<file path="config.mk">
export PLATFORM = sky130hd
export DESIGN_NAME = tbce_exec
export DESIGN_NICKNAME = d
export VERILOG_FILES = /design/src/design/tbce_pkg.sv /design/src/design/tbce_addr_if.sv /design/src/design/tbce_addr_former.sv /design/src/design/tbce_exec.sv
export SDC_FILE = /design/constraint.sdc
export NUM_CORES = 1
export LEC_CHECK = 0
export ABC_AREA = 1
export BUFFER_PORTS_ARGS = -buffer_cell sky130_fd_sc_hd__buf_2
export CORE_MARGIN = 3
export CORE_UTILIZATION = 40
export DETAILED_ROUTE_END_ITERATION = 12
export SLEW_MARGIN = 20
export SYNTH_ARGS = -nofsm -noshare
export SYNTH_HDL_FRONTEND = slang
export SYNTH_SLANG_ARGS = --single-unit
</file>
<file path="constraint.sdc">
create_clock -name mclk -period 11.95 [get_ports mclk]
set_input_delay 0.5975 -clock mclk [delete_from_list [all_inputs] [get_ports mclk]]
set_output_delay 0.5975 -clock mclk [all_outputs]
set_load 0.03 [all_outputs]
</file>
<file path="src/design/tbce_pkg.sv">
// Shared constants, types and helpers for the toggle/branch/call/clear slice
`default_nettype none

package tbce_pkg;

  // ==========================================================================
  // Widths as types
  typedef logic [15:0] tbce_word_type;
  typedef logic [20:0] tbce_pc_type;
  typedef logic [11:0] tbce_daddr_type;
  typedef logic [7:0]  tbce_byte_type;
  typedef logic [4:0]  tbce_status_type;
  typedef logic [3:0]  tbce_bank_type;

  // ==========================================================================
  // Opcode patterns, compared against the top bits of the first word; OPC_CALL_2ND is the second word's and is never compared
  localparam logic [3:0] OPC_TOGGLE    = 4'h7;        // 0111 bbba
  localparam logic [7:0] OPC_BRANCH_SX = 8'hE4;       // 1110 0100
  localparam logic [7:0] OPC_BRANCH_Z  = 8'hE0;       // 1110 0000
  localparam logic [6:0] OPC_CALL      = 7'h76;       // 1110 110s
  localparam logic [3:0] OPC_CALL_2ND  = 4'hF;        // 1111 kkkk
  localparam logic [6:0] OPC_CLEAR     = 7'h35;       // 0110 101a

  // Instruction field positions
  localparam int BANK_BIT   = 8;                      // a bit of file ops
  localparam int SHADOW_BIT = 8;                      // s bit of the call
  localparam int BIT_LSB    = 9;                      // bbb field, low end

  // Status register bit positions
  localparam int ST_ZERO = 2;
  localparam int ST_EXCESS = 3;

  // ==========================================================================
  // Addressing and program counter constants
  localparam tbce_byte_type INDEX_LIMIT = 8'h5F;      // 95, highest indexed f
  localparam tbce_bank_type LOW_BANK    = 4'h0;
  localparam tbce_pc_type   PC_STEP     = 21'h000002;
  localparam tbce_pc_type   CALL_RET    = 21'h000004;

  // Reset values
  localparam tbce_pc_type     PC_RST     = 21'h000000;
  localparam tbce_word_type   WORD_RST   = 16'h0000;
  localparam tbce_daddr_type  DADDR_RST  = 12'h000;
  localparam tbce_byte_type   BYTE_ZERO  = 8'h00;
  localparam tbce_status_type STATUS_RST = 5'h00;
  localparam tbce_bank_type   BANK_RST   = 4'h0;

  // ==========================================================================
  // Enumerations
  typedef enum logic [1:0] {PH_Q1, PH_Q2, PH_Q3, PH_Q4} tbce_phase_type;
  typedef enum logic [2:0] {
    OP_NONE, OP_TOGGLE, OP_BR_SX, OP_BR_Z, OP_CALL, OP_CLEAR
  } tbce_op_type;

  // Program counter sum with bit 0 held low, words are aligned
  function automatic tbce_pc_type tbce_pc_add(input tbce_pc_type pc,
                                              input tbce_pc_type delta);
    tbce_pc_type sum;
    sum = pc + delta;
    return {sum[20:1], 1'b0};
  endfunction : tbce_pc_add

  // First-word decode into the instruction kind
  function automatic tbce_op_type tbce_decode(input tbce_word_type w);
    tbce_op_type op;
    op = OP_NONE;
    if (w[15:12] == OPC_TOGGLE)         op = OP_TOGGLE;
    else if (w[15:8] == OPC_BRANCH_SX)  op = OP_BR_SX;
    else if (w[15:8] == OPC_BRANCH_Z)   op = OP_BR_Z;
    else if (w[15:9] == OPC_CALL)       op = OP_CALL;
    else if (w[15:9] == OPC_CLEAR)      op = OP_CLEAR;
    return op;
  endfunction : tbce_decode

endpackage : tbce_pkg

`default_nettype wire

</file>
<file path="src/design/tbce_addr_if.sv">
// Operand address request and answer between executer and address former
`timescale 1ns/100ps
`default_nettype none

interface tbce_addr_if;
  import tbce_pkg::*;

  logic           bankBit;
  tbce_byte_type  fileAddr;
  tbce_bank_type  bankSel;
  logic           extEn;
  tbce_daddr_type indexBase;
  tbce_daddr_type operandAddr;
  logic           indexed;

  modport exec   (output bankBit, fileAddr, bankSel, extEn, indexBase,
                  input  operandAddr, indexed);
  modport former (input  bankBit, fileAddr, bankSel, extEn, indexBase,
                  output operandAddr, indexed);
endinterface : tbce_addr_if

`default_nettype wire

</file>
<file path="src/design/tbce_addr_former.sv">
// Data-memory operand address former: low bank, banked or indexed
`timescale 1ns/100ps
`default_nettype none

module tbce_addr_former (
  // Request and answer
  tbce_addr_if.former af
);
  import tbce_pkg::*;

  logic useIndex;

  // ==========================================================================
  // Address choice; indexing only ever replaces the low-bank form
  always_comb begin
    useIndex = af.extEn && !af.bankBit && (af.fileAddr <= INDEX_LIMIT);
    af.indexed = useIndex;
    if (useIndex) begin
      af.operandAddr = af.indexBase + {LOW_BANK, af.fileAddr};
    end else if (af.bankBit) begin
      af.operandAddr = {af.bankSel, af.fileAddr};
    end else begin
      af.operandAddr = {LOW_BANK, af.fileAddr};
    end
  end

endmodule : tbce_addr_former

`default_nettype wire

</file>
<file path="src/design/tbce_exec.sv">
// Four-phase decode and execute slice for toggle, branches, call and clear
`timescale 1ns/100ps
`default_nettype none

module tbce_exec (
  // Clock and reset
  input  wire logic                     mclk,
  input  wire logic                     rst,
  // Instruction fetch
  input  wire tbce_pkg::tbce_word_type  instrWord,
  input  wire tbce_pkg::tbce_word_type  extWord,
  output logic                          phaseOne,
  output logic                          idleCycle,
  output tbce_pkg::tbce_pc_type         pcOut,
  // Addressing mode
  input  wire logic                     extInstrEn,
  input  wire tbce_pkg::tbce_daddr_type indexBase,
  // Core register loads from the rest of the core
  input  wire logic                     wLoadEn,
  input  wire tbce_pkg::tbce_byte_type  wLoadData,
  input  wire logic                     statusLoadEn,
  input  wire tbce_pkg::tbce_status_type statusLoadData,
  input  wire logic                     bankLoadEn,
  input  wire tbce_pkg::tbce_bank_type  bankLoadData,
  // Data memory
  output tbce_pkg::tbce_daddr_type      dmAddr,
  input  wire tbce_pkg::tbce_byte_type  dmRdData,
  output logic                          dmWrEn,
  output tbce_pkg::tbce_byte_type       dmWrData,
  // Core register and shadow state
  output tbce_pkg::tbce_byte_type       wOut,
  output tbce_pkg::tbce_status_type     statusOut,
  output tbce_pkg::tbce_bank_type       bankOut,
  output tbce_pkg::tbce_byte_type       accShadow,
  output tbce_pkg::tbce_status_type     statusShadow,
  output tbce_pkg::tbce_bank_type       bankShadow,
  // Return stack
  output logic                          stackPush,
  output tbce_pkg::tbce_pc_type         topOfStack
);
  import tbce_pkg::*;

  tbce_phase_type  phase_q;
  tbce_op_type     op_q;
  tbce_word_type   instr_q;
  tbce_pc_type     instrAddr_q;
  tbce_pc_type     pc_q;
  tbce_daddr_type  dmAddr_q;
  tbce_byte_type   rdByte_q;
  logic            dmWrEn_q;
  tbce_byte_type   dmWrData_q;
  logic            nopCycle_q;
  logic            brTaken_q;
  logic            stackPush_q;
  tbce_pc_type     retAddr_q;
  tbce_byte_type   w_q;
  tbce_status_type status_q;
  tbce_bank_type   bank_q;
  tbce_byte_type   wShadow_q;
  tbce_status_type statusShadow_q;
  tbce_bank_type   bankShadow_q;
  logic            isFileOp;
  logic            pcLoad;
  logic            brCond;
  tbce_pc_type     pcTarget;

  tbce_addr_if aIf ();

  // ==========================================================================
  // Operand address former, fed straight from the word being decoded
  assign aIf.bankBit   = instrWord[BANK_BIT];
  assign aIf.fileAddr  = instrWord[7:0];
  assign aIf.bankSel   = bank_q;
  assign aIf.extEn     = extInstrEn;
  assign aIf.indexBase = indexBase;

  tbce_addr_former uAddr (
    .af (aIf)
  );

  // ==========================================================================
  // Phase counter, Q1 to Q4 and round again
  always_ff @(posedge mclk or posedge rst) begin
    if (rst) begin
      phase_q <= PH_Q1;
    end else begin
      case (phase_q)
        PH_Q1:   phase_q <= PH_Q2;
        PH_Q2:   phase_q <= PH_Q3;
        PH_Q3:   phase_q <= PH_Q4;
        default: phase_q <= PH_Q1;
      endcase
    end
  end

  // ==========================================================================
  // Decode in Q1; the idle cycle after a PC load decodes nothing
  always_ff @(posedge mclk or posedge rst) begin
    if (rst) begin
      op_q        <= OP_NONE;
      instr_q     <= WORD_RST;
      instrAddr_q <= PC_RST;
      dmAddr_q    <= DADDR_RST;
    end else if (phase_q == PH_Q1) begin
      if (nopCycle_q) begin
        op_q <= OP_NONE;
      end else begin
        op_q        <= tbce_decode(instrWord);
        instr_q     <= instrWord;
        instrAddr_q <= pc_q;
        dmAddr_q    <= aIf.operandAddr;
      end
    end
  end

  // Decoded kinds that touch a file byte
  assign isFileOp = (op_q == OP_TOGGLE) || (op_q == OP_CLEAR);
  // Flags are taken as they stand in Q3 of the branch itself
  assign brCond   = ((op_q == OP_BR_SX) && status_q[ST_EXCESS]) ||
                    ((op_q == OP_BR_Z) && status_q[ST_ZERO]);
  assign pcLoad   = brTaken_q || (op_q == OP_CALL);

  // Branch offset doubled and sign extended; call target from both words
  always_comb begin
    if (op_q == OP_CALL) begin
      pcTarget = {extWord[11:0], instr_q[7:0], 1'b0};
    end else begin
      pcTarget = tbce_pc_add(instrAddr_q,
                   PC_STEP + {{12{instr_q[7]}}, instr_q[7:0], 1'b0});
    end
  end

  // ==========================================================================
  // Branch decision, made in Q3 so the PC can be written in Q4
  always_ff @(posedge mclk or posedge rst) begin
    if (rst) begin
      brTaken_q <= 1'b0;
    end else if (phase_q == PH_Q3) begin
      brTaken_q <= brCond;
    end else if (phase_q == PH_Q4) begin
      brTaken_q <= 1'b0;
    end
  end

  // Idle cycle marker: a loaded PC means the fetched word is stale
  always_ff @(posedge mclk or posedge rst) begin
    if (rst) begin
      nopCycle_q <= 1'b0;
    end else if (phase_q == PH_Q4) begin
      nopCycle_q <= pcLoad;
    end
  end

  // ==========================================================================
  // Program counter: step in Q1, jump in Q4
  always_ff @(posedge mclk or posedge rst) begin
    if (rst) begin
      pc_q <= PC_RST;
    end else if ((phase_q == PH_Q1) && !nopCycle_q) begin
      pc_q <= tbce_pc_add(pc_q, PC_STEP);
    end else if ((phase_q == PH_Q4) && pcLoad) begin
      pc_q <= {pcTarget[20:1], 1'b0};
    end
  end

  // ==========================================================================
  // Operand read in Q2, result formed in Q3, write strobe held through Q4
  always_ff @(posedge mclk or posedge rst) begin
    if (rst) begin
      rdByte_q <= BYTE_ZERO;
    end else if (phase_q == PH_Q2) begin
      rdByte_q <= dmRdData;
    end
  end

  always_ff @(posedge mclk or posedge rst) begin
    if (rst) begin
      dmWrEn_q   <= 1'b0;
      dmWrData_q <= BYTE_ZERO;
    end else if (phase_q == PH_Q3) begin
      dmWrEn_q <= isFileOp;
      if (op_q == OP_TOGGLE) begin
        dmWrData_q <= rdByte_q ^ (8'h01 << instr_q[BIT_LSB +: 3]);
      end else begin
        dmWrData_q <= BYTE_ZERO;
      end
    end else begin
      dmWrEn_q <= 1'b0;
    end
  end

  // ==========================================================================
  // Return stack push, visible as a strobe during Q3 of the call
  always_ff @(posedge mclk or posedge rst) begin
    if (rst) begin
      stackPush_q <= 1'b0;
      retAddr_q   <= PC_RST;
    end else if ((phase_q == PH_Q2) && (op_q == OP_CALL)) begin
      stackPush_q <= 1'b1;
      retAddr_q   <= tbce_pc_add(instrAddr_q, CALL_RET);
    end else begin
      stackPush_q <= 1'b0;
    end
  end

  // Shadow copy rides on the push; reads the values before any Q3 load
  always_ff @(posedge mclk or posedge rst) begin
    if (rst) begin
      wShadow_q      <= BYTE_ZERO;
      statusShadow_q <= STATUS_RST;
      bankShadow_q   <= BANK_RST;
    end else if ((phase_q == PH_Q3) && (op_q == OP_CALL) && instr_q[SHADOW_BIT]) begin
      wShadow_q      <= w_q;
      statusShadow_q <= status_q;
      bankShadow_q   <= bank_q;
    end
  end

  // ==========================================================================
  // Core registers; the clear's zero flag beats a load in the same cycle
  always_ff @(posedge mclk or posedge rst) begin
    if (rst) begin
      status_q <= STATUS_RST;
    end else begin
      if (statusLoadEn) begin
        status_q <= statusLoadData;
      end
      if ((phase_q == PH_Q4) && (op_q == OP_CLEAR)) begin
        status_q[ST_ZERO] <= 1'b1;
      end
    end
  end

  always_ff @(posedge mclk or posedge rst) begin
    if (rst) begin
      w_q <= BYTE_ZERO;
    end else if (wLoadEn) begin
      w_q <= wLoadData;
    end
  end

  always_ff @(posedge mclk or posedge rst) begin
    if (rst) begin
      bank_q <= BANK_RST;
    end else if (bankLoadEn) begin
      bank_q <= bankLoadData;
    end
  end

  // ==========================================================================
  // Outputs
  assign phaseOne     = (phase_q == PH_Q1);
  assign idleCycle    = nopCycle_q;
  assign pcOut        = pc_q;
  assign dmAddr       = dmAddr_q;
  assign dmWrEn       = dmWrEn_q;
  assign dmWrData     = dmWrData_q;
  assign wOut         = w_q;
  assign statusOut    = status_q;
  assign bankOut      = bank_q;
  assign accShadow    = wShadow_q;
  assign statusShadow = statusShadow_q;
  assign bankShadow   = bankShadow_q;
  assign stackPush    = stackPush_q;
  assign topOfStack   = retAddr_q;
endmodule : tbce_exec

`default_nettype wire

</file>
== Word level (Yosys, flattened, before mapping) ==
Cells that the tools add are included.
Cells by class
  add/sub/neg operators: 5
  magnitude comparators: 1
  shift operators: 1
  muxes and demuxes: 19
  reductions and logical operators: 20
  equality and inequality tests: 13
  bitwise operators: 2
Operator list (count)
  21-bit 2-to-1 mux: 3
  12-bit 2-to-1 mux: 2
  21-bit by 2-bit adder with 21-bit output (second input constant): 1
  21-bit adder: 1
  21-bit by 3-bit adder with 21-bit output (second input constant): 1
  3-bit 2-to-1 mux: 7
  8-bit == test (second input constant): 2
  12-bit by 8-bit adder with 12-bit output: 1
  3-bit by 9-bit adder with 10-bit output (first input constant): 1
  1-bit logical AND: 10
  8-bit by 7-bit less-or-equal comparator with 1-bit output (second input constant): 1
  8-bit 2-to-1 mux: 1
  1-bit by 3-bit << shifter with 8-bit output (first input constant): 1
  8-bit XOR: 1
  7-bit by 6-bit == test with 1-bit output (second input constant): 1
  7-bit == test (second input constant): 1
  3-bit by 2-bit == test with 1-bit output (second input constant): 2
  3-bit == test (second input constant): 2
  2-bit one-hot mux with 3 select lines: 1
  2-bit nonzero test: 3
  1-bit 2-to-1 mux: 5
  2-bit == test (second input constant): 2
  4-bit by 3-bit == test with 1-bit output (second input constant): 1
  3-bit by 1-bit == test with 1-bit output (second input constant): 1
  other kinds (6): 9
Storage, ports and cells
  output and inout port bits: 100
  bits of input ports: 75
  flip-flop bits (word level): 145
  logic and storage cells: 81

== Depth between registers and ports, before layout ==
  word-level depth: 7
  mapped depth: 19

== Modules after synthesis ==
From an unflattened synthesis, not the netlist that was laid out.
Unflattened totals
  cells, all modules: 1201
  area, all modules: 8827.2 µm²
By module, submodules not included
  tbce_exec: times used 1, cells each 1060, area an instance 8080.2 µm²
  tbce_addr_former: times used 1, cells each 141, area an instance 747.0 µm²

== Least setup slack after synthesis ==
OpenSTA, ideal clock, no wires.
  path type: flip-flop to flip-flop
  from: register instr_q[0]
  to: register pc_q[16], in the netlist pcOut[16]
  arrival time: 2266 ps
  clock period less this slack: 2386 ps
  buffers on the path: 0
  setup slack: 9564 ps
  cell stages (with the launch flop): 18
  cell sequence: dfrtp_1 -> ha_1 -> nand2_1 -> nor2_1 -> nand2_1 -> nand2_1 -> inv_1 -> ha_1 -> nand2_1 -> inv_1 -> a21oi_1 -> nor2_1 -> nor2_1 -> nand2_1 -> nand2_1 -> nand3_1 -> nand2_1 -> a21oi_1
On the way
  longest elaborated chain between the ends: 5
Ends and longest elaborated chain
  start: declaration: RTL line tbce_exec.sv:45  | tbce_word_type instr_q;
  start signal: assignment: RTL line tbce_exec.sv:109  | instr_q <= instrWord;
  3-bit by 9-bit adder with 10-bit output: RTL line tbce_exec.sv:129  | PC_STEP + {{12{instr_q[7]}}, instr_q[7:0], 1'b0});
  21-bit adder: RTL line tbce_pkg.sv:59  | sum = pc + delta;
  21-bit 2-to-1 mux: RTL line tbce_exec.sv:125  | if (op_q == OP_CALL) begin
  21-bit 2-to-1 mux: RTL line tbce_exec.sv:161  | end else if ((phase_q == PH_Q4) && pcLoad) begin
  21-bit 2-to-1 mux: RTL line tbce_exec.sv:159  | end else if ((phase_q == PH_Q1) && !nopCycle_q) begin
  end signal: assignment: RTL line tbce_exec.sv:160  | pc_q <= tbce_pc_add(pc_q, PC_STEP);
  end signal: assignment: RTL line tbce_exec.sv:162  | pc_q <= {pcTarget[20:1], 1'b0};
  end: declaration: RTL line tbce_exec.sv:47  | tbce_pc_type pc_q;
Every way passes these cells. The select of a mux whose other input is x is not followed.
A chain may end at the register's enable or synchronous reset.

== Worst setup path after layout ==
  from: register op_q[1]
  to: register retAddr_q[5], in the netlist topOfStack[5]
On the way
  longest elaborated chain between the ends: 2
Ends and longest elaborated chain
  start: declaration: RTL line tbce_exec.sv:44  | tbce_op_type op_q;
  start signal: assignment: RTL line tbce_exec.sv:108  | op_q <= tbce_decode(instrWord);
  3-bit == test: RTL line tbce_exec.sv:198  | end else if ((phase_q == PH_Q2) && (op_q == OP_CALL)) begin
  1-bit logical AND: RTL line tbce_exec.sv:198
  end signal: assignment: RTL line tbce_exec.sv:200  | retAddr_q <= tbce_pc_add(instrAddr_q, CALL_RET);
  end: declaration: RTL line tbce_exec.sv:55  | tbce_pc_type retAddr_q;
Every way passes these cells.

==> implementation parameters <==
Parameter                              Value

Floorplanning
  Die area    between 20000 and 25000 um^2
  Num rows    52
  Die height    152 um
  Number of I/O pins    roughly 180
  Initial core utilization    between 40% and 50%
  Die Width    ~150 um
  Standard cell core area    20600 um^2

Critical path
  Count of buffer and inverter cells on the critical path    2
  Highest net fanout along the worst path    33
  Slowest Stage Delay on Critical Path    approximately 0.85 ns
  Data required time at the worst endpoint    between 10 and 15 ns
  Cell-by-cell trace of the critical path    inv_1 > nand3_2 > nor2_1 > inv_1 > a22o_1
  Worst endpoint data arrival time    roughly 3.4 ns
  Path type of the worst setup path    flop to flop
  Cell family contributing the most delay on the critical path    simple AND/OR/NAND/NOR gates
  Startpoint type of the worst setup path    flop
  Most repeated library cell on the critical path    sky130_fd_sc_hd__inv_1
  Crit-path slowest cell    sky130_fd_sc_hd__nor2_1
  Critical path capture point type    flop

Final layout
  Synthesis-to-finish area growth    19.8%
  Number of antenna repair diodes    0
  Fillers    2100
  Fraction of layout instances using a drive strength above 1    17.4%
  Leading cell type in the layout, fill and taps excluded    sky130_fd_sc_hd__nand2_1
  NumNets Final    around 1400
  Commonest cells after routing, fill and taps aside    339 x sky130_fd_sc_hd__nand2_1, 168 x sky130_fd_sc_hd__buf_2, 143 x sky130_fd_sc_hd__dfrtp_1, 138 x sky130_fd_sc_hd__inv_1, 112 x sky130_fd_sc_hd__nor2_1

Min path
  Tightest Hold Check Type    input port to asynchronous set/reset pin

Global routing
  Overflow left after global routing    0
  Global router's overall resource usage    about a fifth
  Largest net degree at the start of global routing    between 70 and 80
  First-pass GRT wire length    between 30000 and 40000 um
  Vias in the first global route    7352
  Initial antenna violation count    0

Placed design
  Sum of net half-perimeters after detailed placement    ~17000 um
  Count of buffers from port buffering    168
  Routability cong.    a little under 0.9

Logic synthesis
  Synth Cell Area    ~8500 um^2
  Number of flops mapped to enable cells by yosys    0
  Area fraction in and, or, nand and nor cells after synthesis    28.2%
  Distinct cell type count after synthesis    43
  Synth Instances    1163
  Synth Flop Type    sky130_fd_sc_hd__dfrtp_1
  Proportion of synthesized area in mux cells    0%
  Total of warnings raised by yosys    0
  Compound-gate portion of the synthesized area    between 10% and 20%
  Async set-reset flop share out of synthesis    100%
  Main combinational cell family by area after synthesis    simple AND/OR/NAND/NOR gates
  Adder-cell area share of the yosys netlist    between 5 and 6%
  Post-synthesis register bit count    roughly 140
  Sequential share of the synthesized area    41.9%
  Post-synthesis average cell area    approximately 7.3 um^2
  Synthesized-area fraction occupied by xor and xnor cells    3.08%

Timing
  Least-Margin Pin Slew    slightly below 1 ns
  Time the worst path needs with I/O delays and setup    3.07 ns
  Final setup skew    ~0.013 ns
  Final slew viol count    0
  Slew headroom    a little over a third
  Setup-violating endpoint count in the final report    0
  Fraction of the cycle the final worst path needs    roughly a quarter
  Fmax    0.326 GHz
  Hold Vio Cnt, Final    0
  Summed negative setup slack over all endpoints    0 ns
  RSZ-0062 raised after global routing    no

Route
  DRC violation total after the first TritonRoute iteration    around 570
  Count of TritonRoute iterations in the first routing pass    5
  Overall routed net length    between 20000 and 25000 um
  # DRC    0
  Vias per cell    about 4.9
  Via Count    between 7000 and 8000
  Drt wl/cell    between 10 and 15 um
  Number of antenna-violating nets in the routed design    0

Power
  Leakage power total    approximately 5.5 nW
  Peak supply drop    0.125 mV
  Total power after layout    1.78 mW
  Cell area power density    approximately 170 nW/um^2

Status
  Run status    complete, no violations

Clocking
  Total setup buffers inserted after CTS    0
  Post-CTS Hold Fix Bufs    0
  Gates resized, CTS repair    0
  Root Buffer    sky130_fd_sc_hd__clkbuf_16
  Clock transition time at the flip-flop clock pins of the worst setup and hold paths    approximately 0.07 ns
  Clock insertion delay at the later pin of the skew report    around 0.44 ns
  CTS Sinks    143
  H-tree level count    4
  Number of buffers created by CTS    17
  Clock tree from TritonCTS    yes
  Number of buffers on the longest clock path    2

Flow run
  Number of max-cap violations    0
-- metal layers --
metal / wire, um / part of all wire, % / track usage [%]
met1: 11800 / 50 / 30.0
met4: 298 / 1.3 / 5.65
met3: 1170 / 5.0 / 3.87
met2: 10200 / 43 / 30.5
met5: 0 / 0 / 0
-- Yosys cell counts, types with 2 or more instances --
cell type,number,area share (%)
sky130_fd_sc_hd__buf_4,2,0.18
sky130_fd_sc_hd__a21o_1,3,0.26
sky130_fd_sc_hd__a21oi_1,63,3.7
sky130_fd_sc_hd__nand4_1,10,0.73
sky130_fd_sc_hd__dfrtp_1,143,42
sky130_fd_sc_hd__o21ai_0,101,5.9
sky130_fd_sc_hd__nor4_1,7,0.51
sky130_fd_sc_hd__nor2_1,112,4.9
sky130_fd_sc_hd__inv_1,139,6.1
sky130_fd_sc_hd__nor3_1,9,0.53
sky130_fd_sc_hd__o211ai_1,4,0.35
sky130_fd_sc_hd__o31ai_1,4,0.35
sky130_fd_sc_hd__a22oi_1,2,0.18
sky130_fd_sc_hd__nand3_1,71,4.2
sky130_fd_sc_hd__inv_2,3,0.13
sky130_fd_sc_hd__nor2_4,2,0.26
sky130_fd_sc_hd__a31oi_1,7,0.51
sky130_fd_sc_hd__o221ai_1,3,0.31
sky130_fd_sc_hd__buf_2,9,0.53
sky130_fd_sc_hd__clkbuf_1,17,0.75
sky130_fd_sc_hd__or2_2,3,0.22
sky130_fd_sc_hd__buf_1,4,0.18
sky130_fd_sc_hd__nand2_2,3,0.22
sky130_fd_sc_hd__xor2_1,28,2.9
sky130_fd_sc_hd__o22ai_1,4,0.29
sky130_fd_sc_hd__ha_1,37,5.4
sky130_fd_sc_hd__o21bai_1,5,0.44
sky130_fd_sc_hd__nor2_2,6,0.44
sky130_fd_sc_hd__xnor2_1,2,0.21
sky130_fd_sc_hd__nand3_2,3,0.35
sky130_fd_sc_hd__o21a_1,3,0.26
sky130_fd_sc_hd__nand2_1,339,15
sky130_fd_sc_hd__nor3_2,4,0.47
sky130_fd_sc_hd__fa_1,2,0.47
-- power by group --
| part | total (mW) | internal (mW) | switching (mW) | leakage [nW] |
|---|---|---|---|---|
| Combinational | 0.588 | 0.194 | 0.394 | 3.40 |
| Sequential | 0.641 | 0.548 | 0.0932 | 1.77 |
| Clock | 0.549 | 0.286 | 0.263 | 0.298 |
| Total | 1.78 | 1.03 | 0.751 | 5.47 |
-- logic make-up after synthesis --
| kind of cell | Yosys count |
|---|---|
| AND/OR/NAND/NOR | 573 |
| adder cells (fa/ha/maj) | 39 |
| other | 1 |
| buffers and inverters | 174 |
| XOR/XNOR | 30 |
| AO/OA/AOI/OAI | 203 |
| flip-flops | 143 |
-- registers in the layout, indices dropped and copies added, names as in the netlist, 2 cells and up --
name,count
instrAddr_q,20
pcOut,20
topOfStack,20
dmAddr,12
instr_q,12
accShadow,8
dmWrData,8
rdByte_q,8
wOut,8
statusOut,5
statusShadow,5
bankOut,4
bankShadow,4
op_q,3
phase_q,2
-- final timing paths --
check | start | end | slack (ns) | cells after the start
min in group mclk | wLoadData[6] | wOut[6]$_DFFE_PP0P_ | 0.36 | 3
worst max register to register | op_q[1]$_DFFE_PP0P_ | topOfStack[5]$_DFFE_PP0P_ | 8.88 | 5
worst max-delay path | op_q[1]$_DFFE_PP0P_ | topOfStack[5]$_DFFE_PP0P_ | 8.88 | 5
worst min-delay path | rst | topOfStack[2]$_DFFE_PP0P_ | 0.27 | 2
worst min register to register | topOfStack[3]$_DFFE_PP0P_ | topOfStack[3]$_DFFE_PP0P_ | 0.46 | 2
max in group asynchronous | rst | pcOut[14]$_DFFE_PP0P_ | 10.25 | 3
-- per-stage QoR --
step / hold WS (ns) / cell area, um^2 / std cells / setup WS [ns] / utilization, %
final: 0.268 / 10200 / 1605 / 8.88 / 49.7
after global routing: 0.317 / 10200 / 1605 / 8.50 / 49.7
after CTS: 0.283 / 10200 / 1605 / 8.82 / 49.7
after detailed placement: 0.456 / 9610 / 1573 / 8.84 / 46.7
after global placement: 0.452 / 9610 / 1573 / 8.83 / 46.7
after floorplan: 0.443 / 8530 / 1164 / 7.51 / -
-- layout make-up --
type                            count  area [um^2]  area share [%]
Clock buffer                       17          425            4.16
Clock inverter                     15          184            1.80
Inverter                          142          538            5.26
Multi-Input combinational cell    847         4290            42.0
Sequential cell                   143         3580            35.0
Tap cell                          270          338            3.31
Timing Repair Buffer              171          863            8.45
(Power assumes the default switching activity.)
